[src/inc/sfb_pkg.sv]
package sfb_pkg;
	// register addresses within the special register space
	localparam logic [7:0] A_DATA_POINTER_LOW = 8'h82, A_DATA_POINTER_HIGH = 8'h83,
		A_KEYPAD_IRQ_MASK = 8'h86, A_KEYPAD_MATCH_PATTERN = 8'h93,
		A_KEYPAD_CONTROL = 8'h94, A_CPU_CLOCK_DIVIDER = 8'h95,
		A_AUXILIARY_FUNCTION = 8'hA2, A_IRQ_ENABLE_GROUP0 = 8'hA8,
		A_CAPTURE_A_LOW = 8'hAA, A_CAPTURE_A_HIGH = 8'hAB,
		A_COMPARATOR_ONE_CONTROL = 8'hAC, A_COMPARATOR_TWO_CONTROL = 8'hAD,
		A_CAPTURE_B_LOW = 8'hAE, A_CAPTURE_B_HIGH = 8'hAF,
		A_IRQ_PRIORITY_GROUP0_HIGH = 8'hB7, A_IRQ_PRIORITY_GROUP0 = 8'hB8,
		A_BAUD_GENERATOR_CONTROL = 8'hBD, A_BAUD_DIVISOR_LOW = 8'hBE,
		A_BAUD_DIVISOR_HIGH = 8'hBF, A_TWO_WIRE_CONTROL = 8'hD8,
		A_TWO_WIRE_STATE_CODE = 8'hD9, A_TWO_WIRE_DATA = 8'hDA,
		A_TWO_WIRE_OWN_ADDRESS = 8'hDB, A_TWO_WIRE_CLOCK_LOW_COUNT = 8'hDC,
		A_TWO_WIRE_CLOCK_HIGH_COUNT = 8'hDD, A_ACCUMULATOR = 8'hE0,
		A_IRQ_ENABLE_GROUP1 = 8'hE8, A_CAPCOMP_A_CONTROL = 8'hEA,
		A_CAPCOMP_B_CONTROL = 8'hEB, A_CAPCOMP_C_CONTROL = 8'hEC,
		A_CAPCOMP_D_CONTROL = 8'hED, A_COMPARE_A_LOW = 8'hEE,
		A_COMPARE_A_HIGH = 8'hEF, A_MULTIPLY_DIVIDE_AUX = 8'hF0,
		A_EEPROM_CONTROL = 8'hF1, A_EEPROM_DATA = 8'hF2,
		A_EEPROM_ADDRESS = 8'hF3, A_IRQ_PRIORITY_GROUP1_HIGH = 8'hF7,
		A_IRQ_PRIORITY_GROUP1 = 8'hF8;
	localparam logic [7:0] RST_ZERO = 8'h00, RST_KEYPAD_PATTERN = 8'hFF,
		RST_EEPROM_CONTROL = 8'h0E, RST_TWO_WIRE_STATE = 8'hF8;
	// bus word index map: 0x080..0x0FF byte view, 0x180..0x1FF bit view
	localparam logic [1:0] REGION_BYTE = 2'b01, REGION_BIT = 2'b11;
	localparam logic [8:0] IDX_IRQ_STATUS = 9'h040, IDX_IRQ_MASK = 9'h041;
	localparam int BANK_DEPTH = 128;
	localparam int IRQ_WIDTH = 7;
	localparam int IRQ_UNMAPPED = 0, IRQ_EEPROM_DONE = 1, IRQ_CMP_ONE = 2,
		IRQ_CMP_TWO = 3, IRQ_KEYPAD = 4, IRQ_CAPTURE_A = 5, IRQ_CAPTURE_B = 6;
	localparam int EEPROM_DONE_BIT = 7, EEPROM_ERROR_BIT = 6;
	localparam int CMP_RESULT_BIT = 1, CMP_FLAG_BIT = 0, KEYPAD_FLAG_BIT = 0;

	typedef struct packed {
		logic defined;
		logic [7:0] wmask;
		logic [7:0] rmask;
		logic [7:0] ones;
		logic [7:0] rst;
	} sfb_desc_type;

	typedef struct packed {
		logic eeprom_done;
		logic eeprom_error;
		logic cmp_one_result;
		logic cmp_one_change;
		logic cmp_two_result;
		logic cmp_two_change;
		logic keypad_match;
		logic capture_a_load;
		logic [15:0] capture_a_value;
		logic capture_b_load;
		logic [15:0] capture_b_value;
		logic two_wire_state_load;
		logic [4:0] two_wire_state;
	} sfb_hw_in_type;

	typedef struct packed {
		logic [15:0] data_pointer;
		logic [7:0] keypad_irq_mask;
		logic [7:0] keypad_match_pattern;
		logic [7:0] keypad_control;
		logic [7:0] cpu_clock_divider;
		logic [7:0] auxiliary_function;
		logic [7:0] irq_enable_group0;
		logic [7:0] irq_enable_group1;
		logic [7:0] irq_priority_group0;
		logic [7:0] irq_priority_group0_high;
		logic [7:0] irq_priority_group1;
		logic [7:0] irq_priority_group1_high;
		logic [7:0] comparator_one_control;
		logic [7:0] comparator_two_control;
		logic [7:0] baud_generator_control;
		logic [15:0] baud_divisor;
		logic [7:0] two_wire_control;
		logic [7:0] two_wire_data;
		logic [7:0] two_wire_own_address;
		logic [7:0] two_wire_clock_low_count;
		logic [7:0] two_wire_clock_high_count;
		logic [7:0] accumulator;
		logic [7:0] capcomp_a_control;
		logic [7:0] capcomp_b_control;
		logic [7:0] capcomp_c_control;
		logic [7:0] capcomp_d_control;
		logic [15:0] compare_a;
		logic [7:0] multiply_divide_aux;
		logic [7:0] eeprom_control;
		logic [7:0] eeprom_data;
		logic [7:0] eeprom_address;
	} sfb_ctrl_type;

	// wmask: software writable, rmask: readable stored bits, ones: read as one
	function automatic sfb_desc_type sfb_desc(input logic [7:0] a);
		sfb_desc_type d;
		d = '{1'b1, 8'hFF, 8'hFF, 8'h00, RST_ZERO};
		case (a)
			A_DATA_POINTER_LOW, A_DATA_POINTER_HIGH, A_KEYPAD_IRQ_MASK,
			A_CPU_CLOCK_DIVIDER, A_IRQ_ENABLE_GROUP0, A_BAUD_DIVISOR_LOW,
			A_BAUD_DIVISOR_HIGH, A_TWO_WIRE_DATA, A_TWO_WIRE_OWN_ADDRESS,
			A_TWO_WIRE_CLOCK_LOW_COUNT, A_TWO_WIRE_CLOCK_HIGH_COUNT, A_ACCUMULATOR,
			A_CAPCOMP_A_CONTROL, A_CAPCOMP_B_CONTROL, A_COMPARE_A_LOW,
			A_COMPARE_A_HIGH, A_MULTIPLY_DIVIDE_AUX, A_EEPROM_DATA,
			A_EEPROM_ADDRESS: begin
				d.defined = 1'b1;
			end
			A_KEYPAD_MATCH_PATTERN: begin
				d.rst = RST_KEYPAD_PATTERN;
			end
			A_KEYPAD_CONTROL: begin
				d = '{1'b1, 8'h03, 8'h03, 8'h00, RST_ZERO};
			end
			A_AUXILIARY_FUNCTION: begin
				d = '{1'b1, 8'hF9, 8'hF9, 8'h00, RST_ZERO};
			end
			A_CAPTURE_A_LOW, A_CAPTURE_A_HIGH, A_CAPTURE_B_LOW, A_CAPTURE_B_HIGH: begin
				d.wmask = 8'h00;
			end
			A_COMPARATOR_ONE_CONTROL, A_COMPARATOR_TWO_CONTROL: begin
				d = '{1'b1, 8'h3D, 8'h3F, 8'h00, RST_ZERO};
			end
			A_IRQ_PRIORITY_GROUP0_HIGH, A_IRQ_PRIORITY_GROUP0: begin
				d = '{1'b1, 8'h7F, 8'h7F, 8'h00, RST_ZERO};
			end
			A_IRQ_ENABLE_GROUP1, A_IRQ_PRIORITY_GROUP1_HIGH, A_IRQ_PRIORITY_GROUP1: begin
				d = '{1'b1, 8'hDF, 8'hDF, 8'h00, RST_ZERO};
			end
			A_BAUD_GENERATOR_CONTROL: begin
				d = '{1'b1, 8'h03, 8'h03, 8'h00, RST_ZERO};
			end
			A_TWO_WIRE_CONTROL: begin
				d = '{1'b1, 8'h7D, 8'h7D, 8'h00, RST_ZERO};
			end
			A_TWO_WIRE_STATE_CODE: begin
				d = '{1'b1, 8'h00, 8'hF8, 8'h00, RST_TWO_WIRE_STATE};
			end
			A_CAPCOMP_C_CONTROL, A_CAPCOMP_D_CONTROL: begin
				d = '{1'b1, 8'h07, 8'h07, 8'h00, RST_ZERO};
			end
			A_EEPROM_CONTROL: begin
				d = '{1'b1, 8'hF1, 8'hF1, 8'h0E, RST_EEPROM_CONTROL};
			end
			default: begin
				d = '{1'b0, 8'h00, 8'h00, 8'h00, RST_ZERO};
			end
		endcase
		return d;
	endfunction
endpackage

[src/core/sfb_bank.sv]
// Added by the designer: the Avalon-MM register port.
`timescale 1ns/1ps
// Function
// software touches only defined registers, as intended
// reserved bits written zero, read value undefined
// fixed-zero bits always read back zero
// fixed-one bits always read back one
// bit addressable registers reachable per bit
// eeprom control resets 0E with flag fields
// baud control resets 00, two control bits
// baud divisor bytes at BE/BF reset 00
// capcomp A/B control reset 00, full fields
// capcomp C/D control hold only bits 2:0
// comparator controls reset 00, six low bits
// cpu clock divider at 95, resets 00
// capture A/B byte pairs reset 00
// compare A bytes at EF/EE reset 00
// two-wire clock counts at DD/DC reset 00
// keypad mask at 86 resets 00
// group0 high priority mirrors group0, bit7 reserved
// group1 high priority mirrors group1, bit5 reserved
// all registers eight bits, synchronous reset
module sfb_bank (
	input wire logic clock,
	input wire logic rst,
	input wire logic [8:0] avs_address,
	input wire logic avs_read,
	input wire logic avs_write,
	input wire logic [3:0] avs_byteenable,
	input wire logic [31:0] avs_writedata,
	output logic [31:0] avs_readdata,
	output logic avs_waitrequest,
	input wire sfb_pkg::sfb_hw_in_type hw_in,
	output sfb_pkg::sfb_ctrl_type ctrl_out,
	output logic irq
);
	import sfb_pkg::*;

	logic [7:0] bank_reg [BANK_DEPTH];
	logic [7:0] bank_next [BANK_DEPTH];
	logic wait_reg;
	logic [31:0] rdata_reg;
	logic [IRQ_WIDTH-1:0] irq_status_reg;
	logic [IRQ_WIDTH-1:0] irq_status_next;
	logic [IRQ_WIDTH-1:0] irq_mask_reg;
	logic [IRQ_WIDTH-1:0] irq_mask_next;
	logic [IRQ_WIDTH-1:0] irq_events;
	logic irq_reg;
	logic take;
	logic lane_write;
	logic [1:0] region;
	logic [7:0] sfr_addr;
	logic [6:0] slot;
	sfb_desc_type d_sel;
	logic mapped;
	logic bank_we;
	logic [7:0] sel_val;
	logic [7:0] sel_read;
	logic [7:0] wbyte;
	logic [7:0] rd_byte;
	sfb_desc_type slot_desc [BANK_DEPTH];

	// request completes at the edge where waitrequest is seen low
	assign take = (avs_read | avs_write) & ~wait_reg;
	assign lane_write = take & avs_write & avs_byteenable[0];
	assign region = avs_address[8:7];

	// in the bit view the owning register is the bit address with bits 2:0 cleared
	always_comb begin
		sfr_addr = {1'b1, avs_address[6:0]};
		if (region == REGION_BIT) begin
			sfr_addr[2:0] = 3'b000;
		end
	end

	assign slot = sfr_addr[6:0];
	assign d_sel = sfb_desc(sfr_addr);
	assign sel_val = bank_reg[slot];
	// unimplemented and reserved bits read zero, fixed-one bits read one
	assign sel_read = (sel_val & d_sel.rmask) | d_sel.ones;

	always_comb begin
		mapped = 1'b0;
		if (region == REGION_BYTE || region == REGION_BIT) begin
			mapped = d_sel.defined;
		end else if (avs_address == IDX_IRQ_STATUS || avs_address == IDX_IRQ_MASK) begin
			mapped = 1'b1;
		end
	end

	assign bank_we = lane_write & mapped & (region == REGION_BYTE || region == REGION_BIT);

	// a bit write replaces one bit of the stored value
	always_comb begin
		wbyte = avs_writedata[7:0];
		if (region == REGION_BIT) begin
			wbyte = sel_val;
			wbyte[avs_address[2:0]] = avs_writedata[0];
		end
	end

	always_comb begin
		rd_byte = 8'h00;
		if (mapped) begin
			if (region == REGION_BYTE) begin
				rd_byte = sel_read;
			end else if (region == REGION_BIT) begin
				rd_byte = {7'h00, sel_read[avs_address[2:0]]};
			end else if (avs_address == IDX_IRQ_STATUS) begin
				rd_byte = 8'(irq_status_reg);
			end else begin
				rd_byte = 8'(irq_mask_reg);
			end
		end
	end

	always_ff @(posedge clock) begin
		if (rst) begin
			wait_reg <= 1'b1;
		end else if ((avs_read | avs_write) & wait_reg) begin
			wait_reg <= 1'b0;
		end else begin
			wait_reg <= 1'b1;
		end
	end

	always_ff @(posedge clock) begin
		if (rst) begin
			rdata_reg <= 32'h0000_0000;
		end else if (avs_read & wait_reg) begin
			rdata_reg <= {24'h000000, rd_byte};
		end
	end

	// software write first, hardware updates after so a set beats a clear
	always_comb begin
		for (int i = 0; i < BANK_DEPTH; i++) begin
			bank_next[i] = bank_reg[i];
		end
		if (bank_we) begin
			// only writable bits store, reserved bits stay zero
			bank_next[slot] = (wbyte & d_sel.wmask) | (sel_val & ~d_sel.wmask);
		end
		if (hw_in.capture_a_load) begin
			bank_next[A_CAPTURE_A_LOW[6:0]] = hw_in.capture_a_value[7:0];
			bank_next[A_CAPTURE_A_HIGH[6:0]] = hw_in.capture_a_value[15:8];
		end
		if (hw_in.capture_b_load) begin
			bank_next[A_CAPTURE_B_LOW[6:0]] = hw_in.capture_b_value[7:0];
			bank_next[A_CAPTURE_B_HIGH[6:0]] = hw_in.capture_b_value[15:8];
		end
		if (hw_in.two_wire_state_load) begin
			bank_next[A_TWO_WIRE_STATE_CODE[6:0]] = {hw_in.two_wire_state, 3'b000};
		end
		bank_next[A_COMPARATOR_ONE_CONTROL[6:0]][CMP_RESULT_BIT] = hw_in.cmp_one_result;
		bank_next[A_COMPARATOR_TWO_CONTROL[6:0]][CMP_RESULT_BIT] = hw_in.cmp_two_result;
		if (hw_in.cmp_one_change) begin
			bank_next[A_COMPARATOR_ONE_CONTROL[6:0]][CMP_FLAG_BIT] = 1'b1;
		end
		if (hw_in.cmp_two_change) begin
			bank_next[A_COMPARATOR_TWO_CONTROL[6:0]][CMP_FLAG_BIT] = 1'b1;
		end
		if (hw_in.eeprom_done) begin
			bank_next[A_EEPROM_CONTROL[6:0]][EEPROM_DONE_BIT] = 1'b1;
		end
		if (hw_in.eeprom_error) begin
			bank_next[A_EEPROM_CONTROL[6:0]][EEPROM_ERROR_BIT] = 1'b1;
		end
		if (hw_in.keypad_match) begin
			bank_next[A_KEYPAD_CONTROL[6:0]][KEYPAD_FLAG_BIT] = 1'b1;
		end
	end

	// constant descriptor table, one entry per slot; undefined slots reset to zero
	always_comb begin
		for (int i = 0; i < BANK_DEPTH; i++) begin
			slot_desc[i] = sfb_desc({1'b1, 7'(i)});
		end
	end

	always_ff @(posedge clock) begin
		for (int i = 0; i < BANK_DEPTH; i++) begin
			if (rst) begin
				bank_reg[i] <= slot_desc[i].rst;
			end else begin
				bank_reg[i] <= bank_next[i];
			end
		end
	end

	always_comb begin
		irq_events = '0;
		irq_events[IRQ_UNMAPPED] = take & ~mapped;
		irq_events[IRQ_EEPROM_DONE] = hw_in.eeprom_done;
		irq_events[IRQ_CMP_ONE] = hw_in.cmp_one_change;
		irq_events[IRQ_CMP_TWO] = hw_in.cmp_two_change;
		irq_events[IRQ_KEYPAD] = hw_in.keypad_match;
		irq_events[IRQ_CAPTURE_A] = hw_in.capture_a_load;
		irq_events[IRQ_CAPTURE_B] = hw_in.capture_b_load;
		irq_status_next = irq_status_reg;
		irq_mask_next = irq_mask_reg;
		if (lane_write && avs_address == IDX_IRQ_STATUS) begin
			irq_status_next = irq_status_reg & ~avs_writedata[IRQ_WIDTH-1:0];
		end
		if (lane_write && avs_address == IDX_IRQ_MASK) begin
			irq_mask_next = avs_writedata[IRQ_WIDTH-1:0];
		end
		irq_status_next = irq_status_next | irq_events;
	end

	always_ff @(posedge clock) begin
		if (rst) begin
			irq_status_reg <= '0;
			irq_mask_reg <= '0;
			irq_reg <= 1'b0;
		end else begin
			irq_status_reg <= irq_status_next;
			irq_mask_reg <= irq_mask_next;
			irq_reg <= |(irq_status_next & irq_mask_next);
		end
	end

	assign avs_waitrequest = wait_reg;
	assign avs_readdata = rdata_reg;
	assign irq = irq_reg;

	// control image straight from the bank flops
	assign ctrl_out.data_pointer = {bank_reg[A_DATA_POINTER_HIGH[6:0]],
		bank_reg[A_DATA_POINTER_LOW[6:0]]};
	assign ctrl_out.keypad_irq_mask = bank_reg[A_KEYPAD_IRQ_MASK[6:0]];
	assign ctrl_out.keypad_match_pattern = bank_reg[A_KEYPAD_MATCH_PATTERN[6:0]];
	assign ctrl_out.keypad_control = bank_reg[A_KEYPAD_CONTROL[6:0]];
	assign ctrl_out.cpu_clock_divider = bank_reg[A_CPU_CLOCK_DIVIDER[6:0]];
	assign ctrl_out.auxiliary_function = bank_reg[A_AUXILIARY_FUNCTION[6:0]];
	assign ctrl_out.irq_enable_group0 = bank_reg[A_IRQ_ENABLE_GROUP0[6:0]];
	assign ctrl_out.irq_enable_group1 = bank_reg[A_IRQ_ENABLE_GROUP1[6:0]];
	assign ctrl_out.irq_priority_group0 = bank_reg[A_IRQ_PRIORITY_GROUP0[6:0]];
	assign ctrl_out.irq_priority_group0_high = bank_reg[A_IRQ_PRIORITY_GROUP0_HIGH[6:0]];
	assign ctrl_out.irq_priority_group1 = bank_reg[A_IRQ_PRIORITY_GROUP1[6:0]];
	assign ctrl_out.irq_priority_group1_high = bank_reg[A_IRQ_PRIORITY_GROUP1_HIGH[6:0]];
	assign ctrl_out.comparator_one_control = bank_reg[A_COMPARATOR_ONE_CONTROL[6:0]];
	assign ctrl_out.comparator_two_control = bank_reg[A_COMPARATOR_TWO_CONTROL[6:0]];
	assign ctrl_out.baud_generator_control = bank_reg[A_BAUD_GENERATOR_CONTROL[6:0]];
	assign ctrl_out.baud_divisor = {bank_reg[A_BAUD_DIVISOR_HIGH[6:0]],
		bank_reg[A_BAUD_DIVISOR_LOW[6:0]]};
	assign ctrl_out.two_wire_control = bank_reg[A_TWO_WIRE_CONTROL[6:0]];
	assign ctrl_out.two_wire_data = bank_reg[A_TWO_WIRE_DATA[6:0]];
	assign ctrl_out.two_wire_own_address = bank_reg[A_TWO_WIRE_OWN_ADDRESS[6:0]];
	assign ctrl_out.two_wire_clock_low_count = bank_reg[A_TWO_WIRE_CLOCK_LOW_COUNT[6:0]];
	assign ctrl_out.two_wire_clock_high_count = bank_reg[A_TWO_WIRE_CLOCK_HIGH_COUNT[6:0]];
	assign ctrl_out.accumulator = bank_reg[A_ACCUMULATOR[6:0]];
	assign ctrl_out.capcomp_a_control = bank_reg[A_CAPCOMP_A_CONTROL[6:0]];
	assign ctrl_out.capcomp_b_control = bank_reg[A_CAPCOMP_B_CONTROL[6:0]];
	assign ctrl_out.capcomp_c_control = bank_reg[A_CAPCOMP_C_CONTROL[6:0]];
	assign ctrl_out.capcomp_d_control = bank_reg[A_CAPCOMP_D_CONTROL[6:0]];
	assign ctrl_out.compare_a = {bank_reg[A_COMPARE_A_HIGH[6:0]],
		bank_reg[A_COMPARE_A_LOW[6:0]]};
	assign ctrl_out.multiply_divide_aux = bank_reg[A_MULTIPLY_DIVIDE_AUX[6:0]];
	// fixed-one bits load at reset and are never writable, so the flop already holds them
	assign ctrl_out.eeprom_control = bank_reg[A_EEPROM_CONTROL[6:0]];
	assign ctrl_out.eeprom_data = bank_reg[A_EEPROM_DATA[6:0]];
	assign ctrl_out.eeprom_address = bank_reg[A_EEPROM_ADDRESS[6:0]];
endmodule

[config.mk]
export PLATFORM = sky130hd
export DESIGN_NAME = sfb_bank
export DESIGN_NICKNAME = d
export VERILOG_FILES = /design/src/inc/sfb_pkg.sv /design/src/core/sfb_bank.sv
export SDC_FILE = /design/constraint.sdc
export NUM_CORES = 2
export LEC_CHECK = 0
export ABC_AREA = 1
export BUFFER_PORTS_ARGS = -buffer_cell sky130_fd_sc_hd__buf_2
export CORE_MARGIN = 2
export CORE_UTILIZATION = 25
export DETAILED_ROUTE_END_ITERATION = 8
export HOLD_SLACK_MARGIN = 0.02
export PLACE_DENSITY_LB_ADDON = 0.15
export SYNTH_ARGS = -nofsm -noshare
export SYNTH_HDL_FRONTEND = slang
export SYNTH_SLANG_ARGS = --single-unit
[constraint.sdc]
create_clock -name clock -period 2.8 [get_ports clock]
set_input_delay 0.14 -clock clock [delete_from_list [all_inputs] [get_ports clock]]
set_output_delay 0.14 -clock clock [all_outputs]
set_load 0.005 [all_outputs]
==> flow_metrics.tcl <==
set metrics [dict create \
    outcome "completed" \
    avgSynthCellArea_um2 6.83 \
    routabilityCongestion 0.913 \
    period_needed_ps 2710 \
    cts_num_sinks 1048 \
    reg2reg_depth 20 \
    cp.buffers_inverters 7 \
    grt-ovfl-total 0 \
    port_buffers 350 \
    r2r_start "bank_reg[110][4]" \
    regToRegEndpoint "avs_readdata[0]" \
    cts_root_buf "clkbuf_16" \
    initial_core_util 0.251 \
    ys.flop_type "dfxtp_1" \
    drv_slew 0 \
    hold_path_class "primary input to flop" \
    rows 153 \
    cts_buffer_depth 3 \
    cp.required_ps 3410 \
    ys_seq_area_frac 0.482 \
    io_pins 402 \
    antenna_found_initial 5 \
    synth_area_leaders "dfxtp_1 48%, nor2_1 12%, nand2_1 10%" \
    fin_skew_ps 46.7 \
    stdcell_count 9686 \
    yosysWarnings 0 \
    cts_setup_buffers 0 \
    slew_headroom 0.227 \
    drt_pre_antenna_iters 5 \
    hpwl_um 145000 \
    fin_crit_sh 0.968 \
    area_growth_syn_to_layout_pct 32.5 \
    start_kind "primary input" \
    path_clk_slew_ps 60 \
    cts_buffers 119 \
    synth_seq_cells 1048 \
    worst_ep_arrival_time_ps 3320 \
    crit_chain "buf_2 > buf_4 > nand3_4 > buf_4 > buf_4 > buf_12 > nor2_1 > nor2_1 > nand2_1 > nand2_1 > nand2_1 > nor2_1 > nor2_1 > nor2_1 > nand3_1 > nand3_1 > o211ai_1 > nand2_1 > nand2_2 > buf_12 > o21ai_0 > inv_1" \
    die-height_um 421 \
    drive_above_1_share 0.175 \
    gr-usage-met2 0.355 \
    worstSetupPathType "primary input to flop" \
    detail-route-antenna-nets 0 \
    synth_top_area_cell "dfxtp_1" \
    ir_drop_mv 0.443 \
    clk_latency_ps 770 \
    use_met3 0.0224 \
    setup_viol 0 \
    power_leakage_nw 26.6 \
    nNetsFinal 7356 \
    drc 0 \
    core_um2 173000 \
    startpoint "avs_address[1]" \
    via_per_inst 4.30 \
    place_inst 9369 \
    grt_pass1_vias 39800 \
    path_max_fanout 19 \
    largest_register_ff_count 1024 \
    grt_use_met1 0.278 \
    fin_util 0.333 \
    hold_violations 0 \
    gr-usage-all-layers 0.211 \
    slowest_stage "buf_4" \
    drt-total-wl_um 193000 \
    die_x_um 421 \
    synth_area_um2 43600 \
    cp.depth 22 \
    critPathTopFamily "simple AND/OR/NAND/NOR gates" \
    cts_max_level 3 \
    grt_pass1_wl_um 278000 \
    fmax_mhz 369 \
    hold_slack_ps 103 \
    crit_top_cell "nor2_1" \
    ys_async_sr_fraction 0 \
    gr-max-usage-layer "met2" \
    cp-end-kind "flop" \
    synth_top_area_share 0.482 \
    slowest_delay_ps 260 \
    die_area_um2 178000 \
    synth_edf_count 0 \
    wl_per_cell_um 19.9 \
    cts_tree "done" \
    vias 41700 \
    r2r_slack_ps 180 \
    drt_iter0_markers 3170 \
    grt_max_degree 185 \
    crit_end "bank_reg[110][1]" \
    tightest_slew_ps 1160 \
    ys_types 46 \
    drv_cap 0 \
    syn-instance-count 6378 \
    powerDensity_nw_per_um2 595 \
]
[synth_stat cells (2+ instances only)]
master	count
o211ai_1	49
dfxtp_1	1048
nor4_1	2
o21ai_1	60
o21ai_0	271
clkinv_1	4
nor2_1	1442
o21a_1	31
buf_2	89
a21oi_1	315
buf_1	27
buf_4	57
nand3_1	188
o21bai_1	5
nor3_4	4
nor3_1	16
buf_6	21
o221ai_1	2
a22o_1	2
nor2_4	2
or2_2	3
nand2_2	5
nand3_2	6
inv_1	1154
a22oi_1	29
o22ai_1	75
nand4_1	45
clkbuf_1	160
inv_2	33
and2_1	2
a31oi_1	17
nand2_1	1191
nand3_4	3
nor2_2	8
[tightest hold or removal path, stage by stage]
cell	delay (ps)
buf_2	140
buf_4	140
nor2_1	130
nand4_1	180
a21oi_1	70
[cell type report]
type	instances	area (µm²)
Clock inverter	48	556
Sequential cell	1048	21000
Fill cell	19000	116000
Multi-Input combinational cell	3807	16500
Inverter	1192	4480
Antenna cell	4	10.0
Timing Repair Buffer	1092	8800
Clock buffer	170	3460
Tap cell	2325	2910
[placed cells by master (no fill, tap or decap), types with 24 or more instances in the layout]
master,n
a22oi_1,29
buf_4,548
clkbuf_8,27
o21ai_1,60
o211ai_1,49
dlygate4sd3_1,95
clkinv_2,26
clkbuf_16,120
buf_12,97
o22ai_1,75
nand4_1,45
inv_1,1153
nand3_1,182
buf_2,348
o21a_1,31
inv_2,32
a21oi_1,311
nand2_1,1185
conb_1,24
dfxtp_1,1047
o21ai_0,270
nor2_1,1437
[stage by stage]
stage | setup TNS, ps | total power [mW] | instance area, µm² | setup slack [ps]
3_5_place_dp | -151570 | 18.4 | 52700 | -813
5_1_grt | -11.8 | 35.5 | 57700 | -11.8
4_1_cts | 0 | 34.7 | 57600 | 4.06
6_report | 0 | 34.3 | 57700 | 89.9
3_3_place_gp | -147520 | 18.4 | 52700 | -795
2_1_floorplan | 0 | 16.6 | 43600 | 329
[metal layers]
metal / wire, µm / part of all wire / vias up
met1: 86700 / 0.45 / 19500
met5: 0 / 0 / -
met3: 8060 / 0.042 / 250
met2: 90300 / 0.47 / 982
li1: - / - / 21000
met4: 7710 / 0.040 / 0
[how the worst min path moves through the flow]
stage                     cells past startpoint              end  slack [ps]      startpoint
after global placement                        3  bank_reg[44][1]         340       hw_in[44]
after global routing                          7  bank_reg[89][6]         140  avs_address[6]
final                                         5  avs_readdata[7]         100  avs_address[8]
after detailed placement                      3  bank_reg[45][1]         350       hw_in[42]
after CTS                                     5  avs_readdata[7]          40  avs_address[8]
after floorplan                               2  bank_reg[44][1]         250       hw_in[44]
[timing repair]
| item | CTS | global route |
|---|---|---|
| hold buffers | 95 | 0 |
| gates resized for setup | 3 | 23 |
| pin swaps | 0 | 3 |
| hold endpoints to repair | 142 | 0 |
| setup endpoints to repair | 43 | 202 |
[cells by family (layout without fill, tap and decap cells)]
group	after synthesis	in the layout	synth area share
and+or+nand+nor	2923	2923	0.265
buffers and inverters	1546	2502	0.144
DFF	1048	1048	0.482
AOI/OAI and AO/OA	860	860	0.109
other	1	28	0.0000861
[power by group]
| group | leakage (nW) | switching, mW | internal [mW] |
|---|---|---|---|
| Combinational | 16.1 | 2.11 | 1.10 |
| Clock | 1.97 | 6.74 | 9.39 |
| Sequential | 8.45 | 0.0348 | 15.0 |
| Total | 26.6 | 8.89 | 25.5 |
No activity file was read; power rests on OpenSTA's default activity.
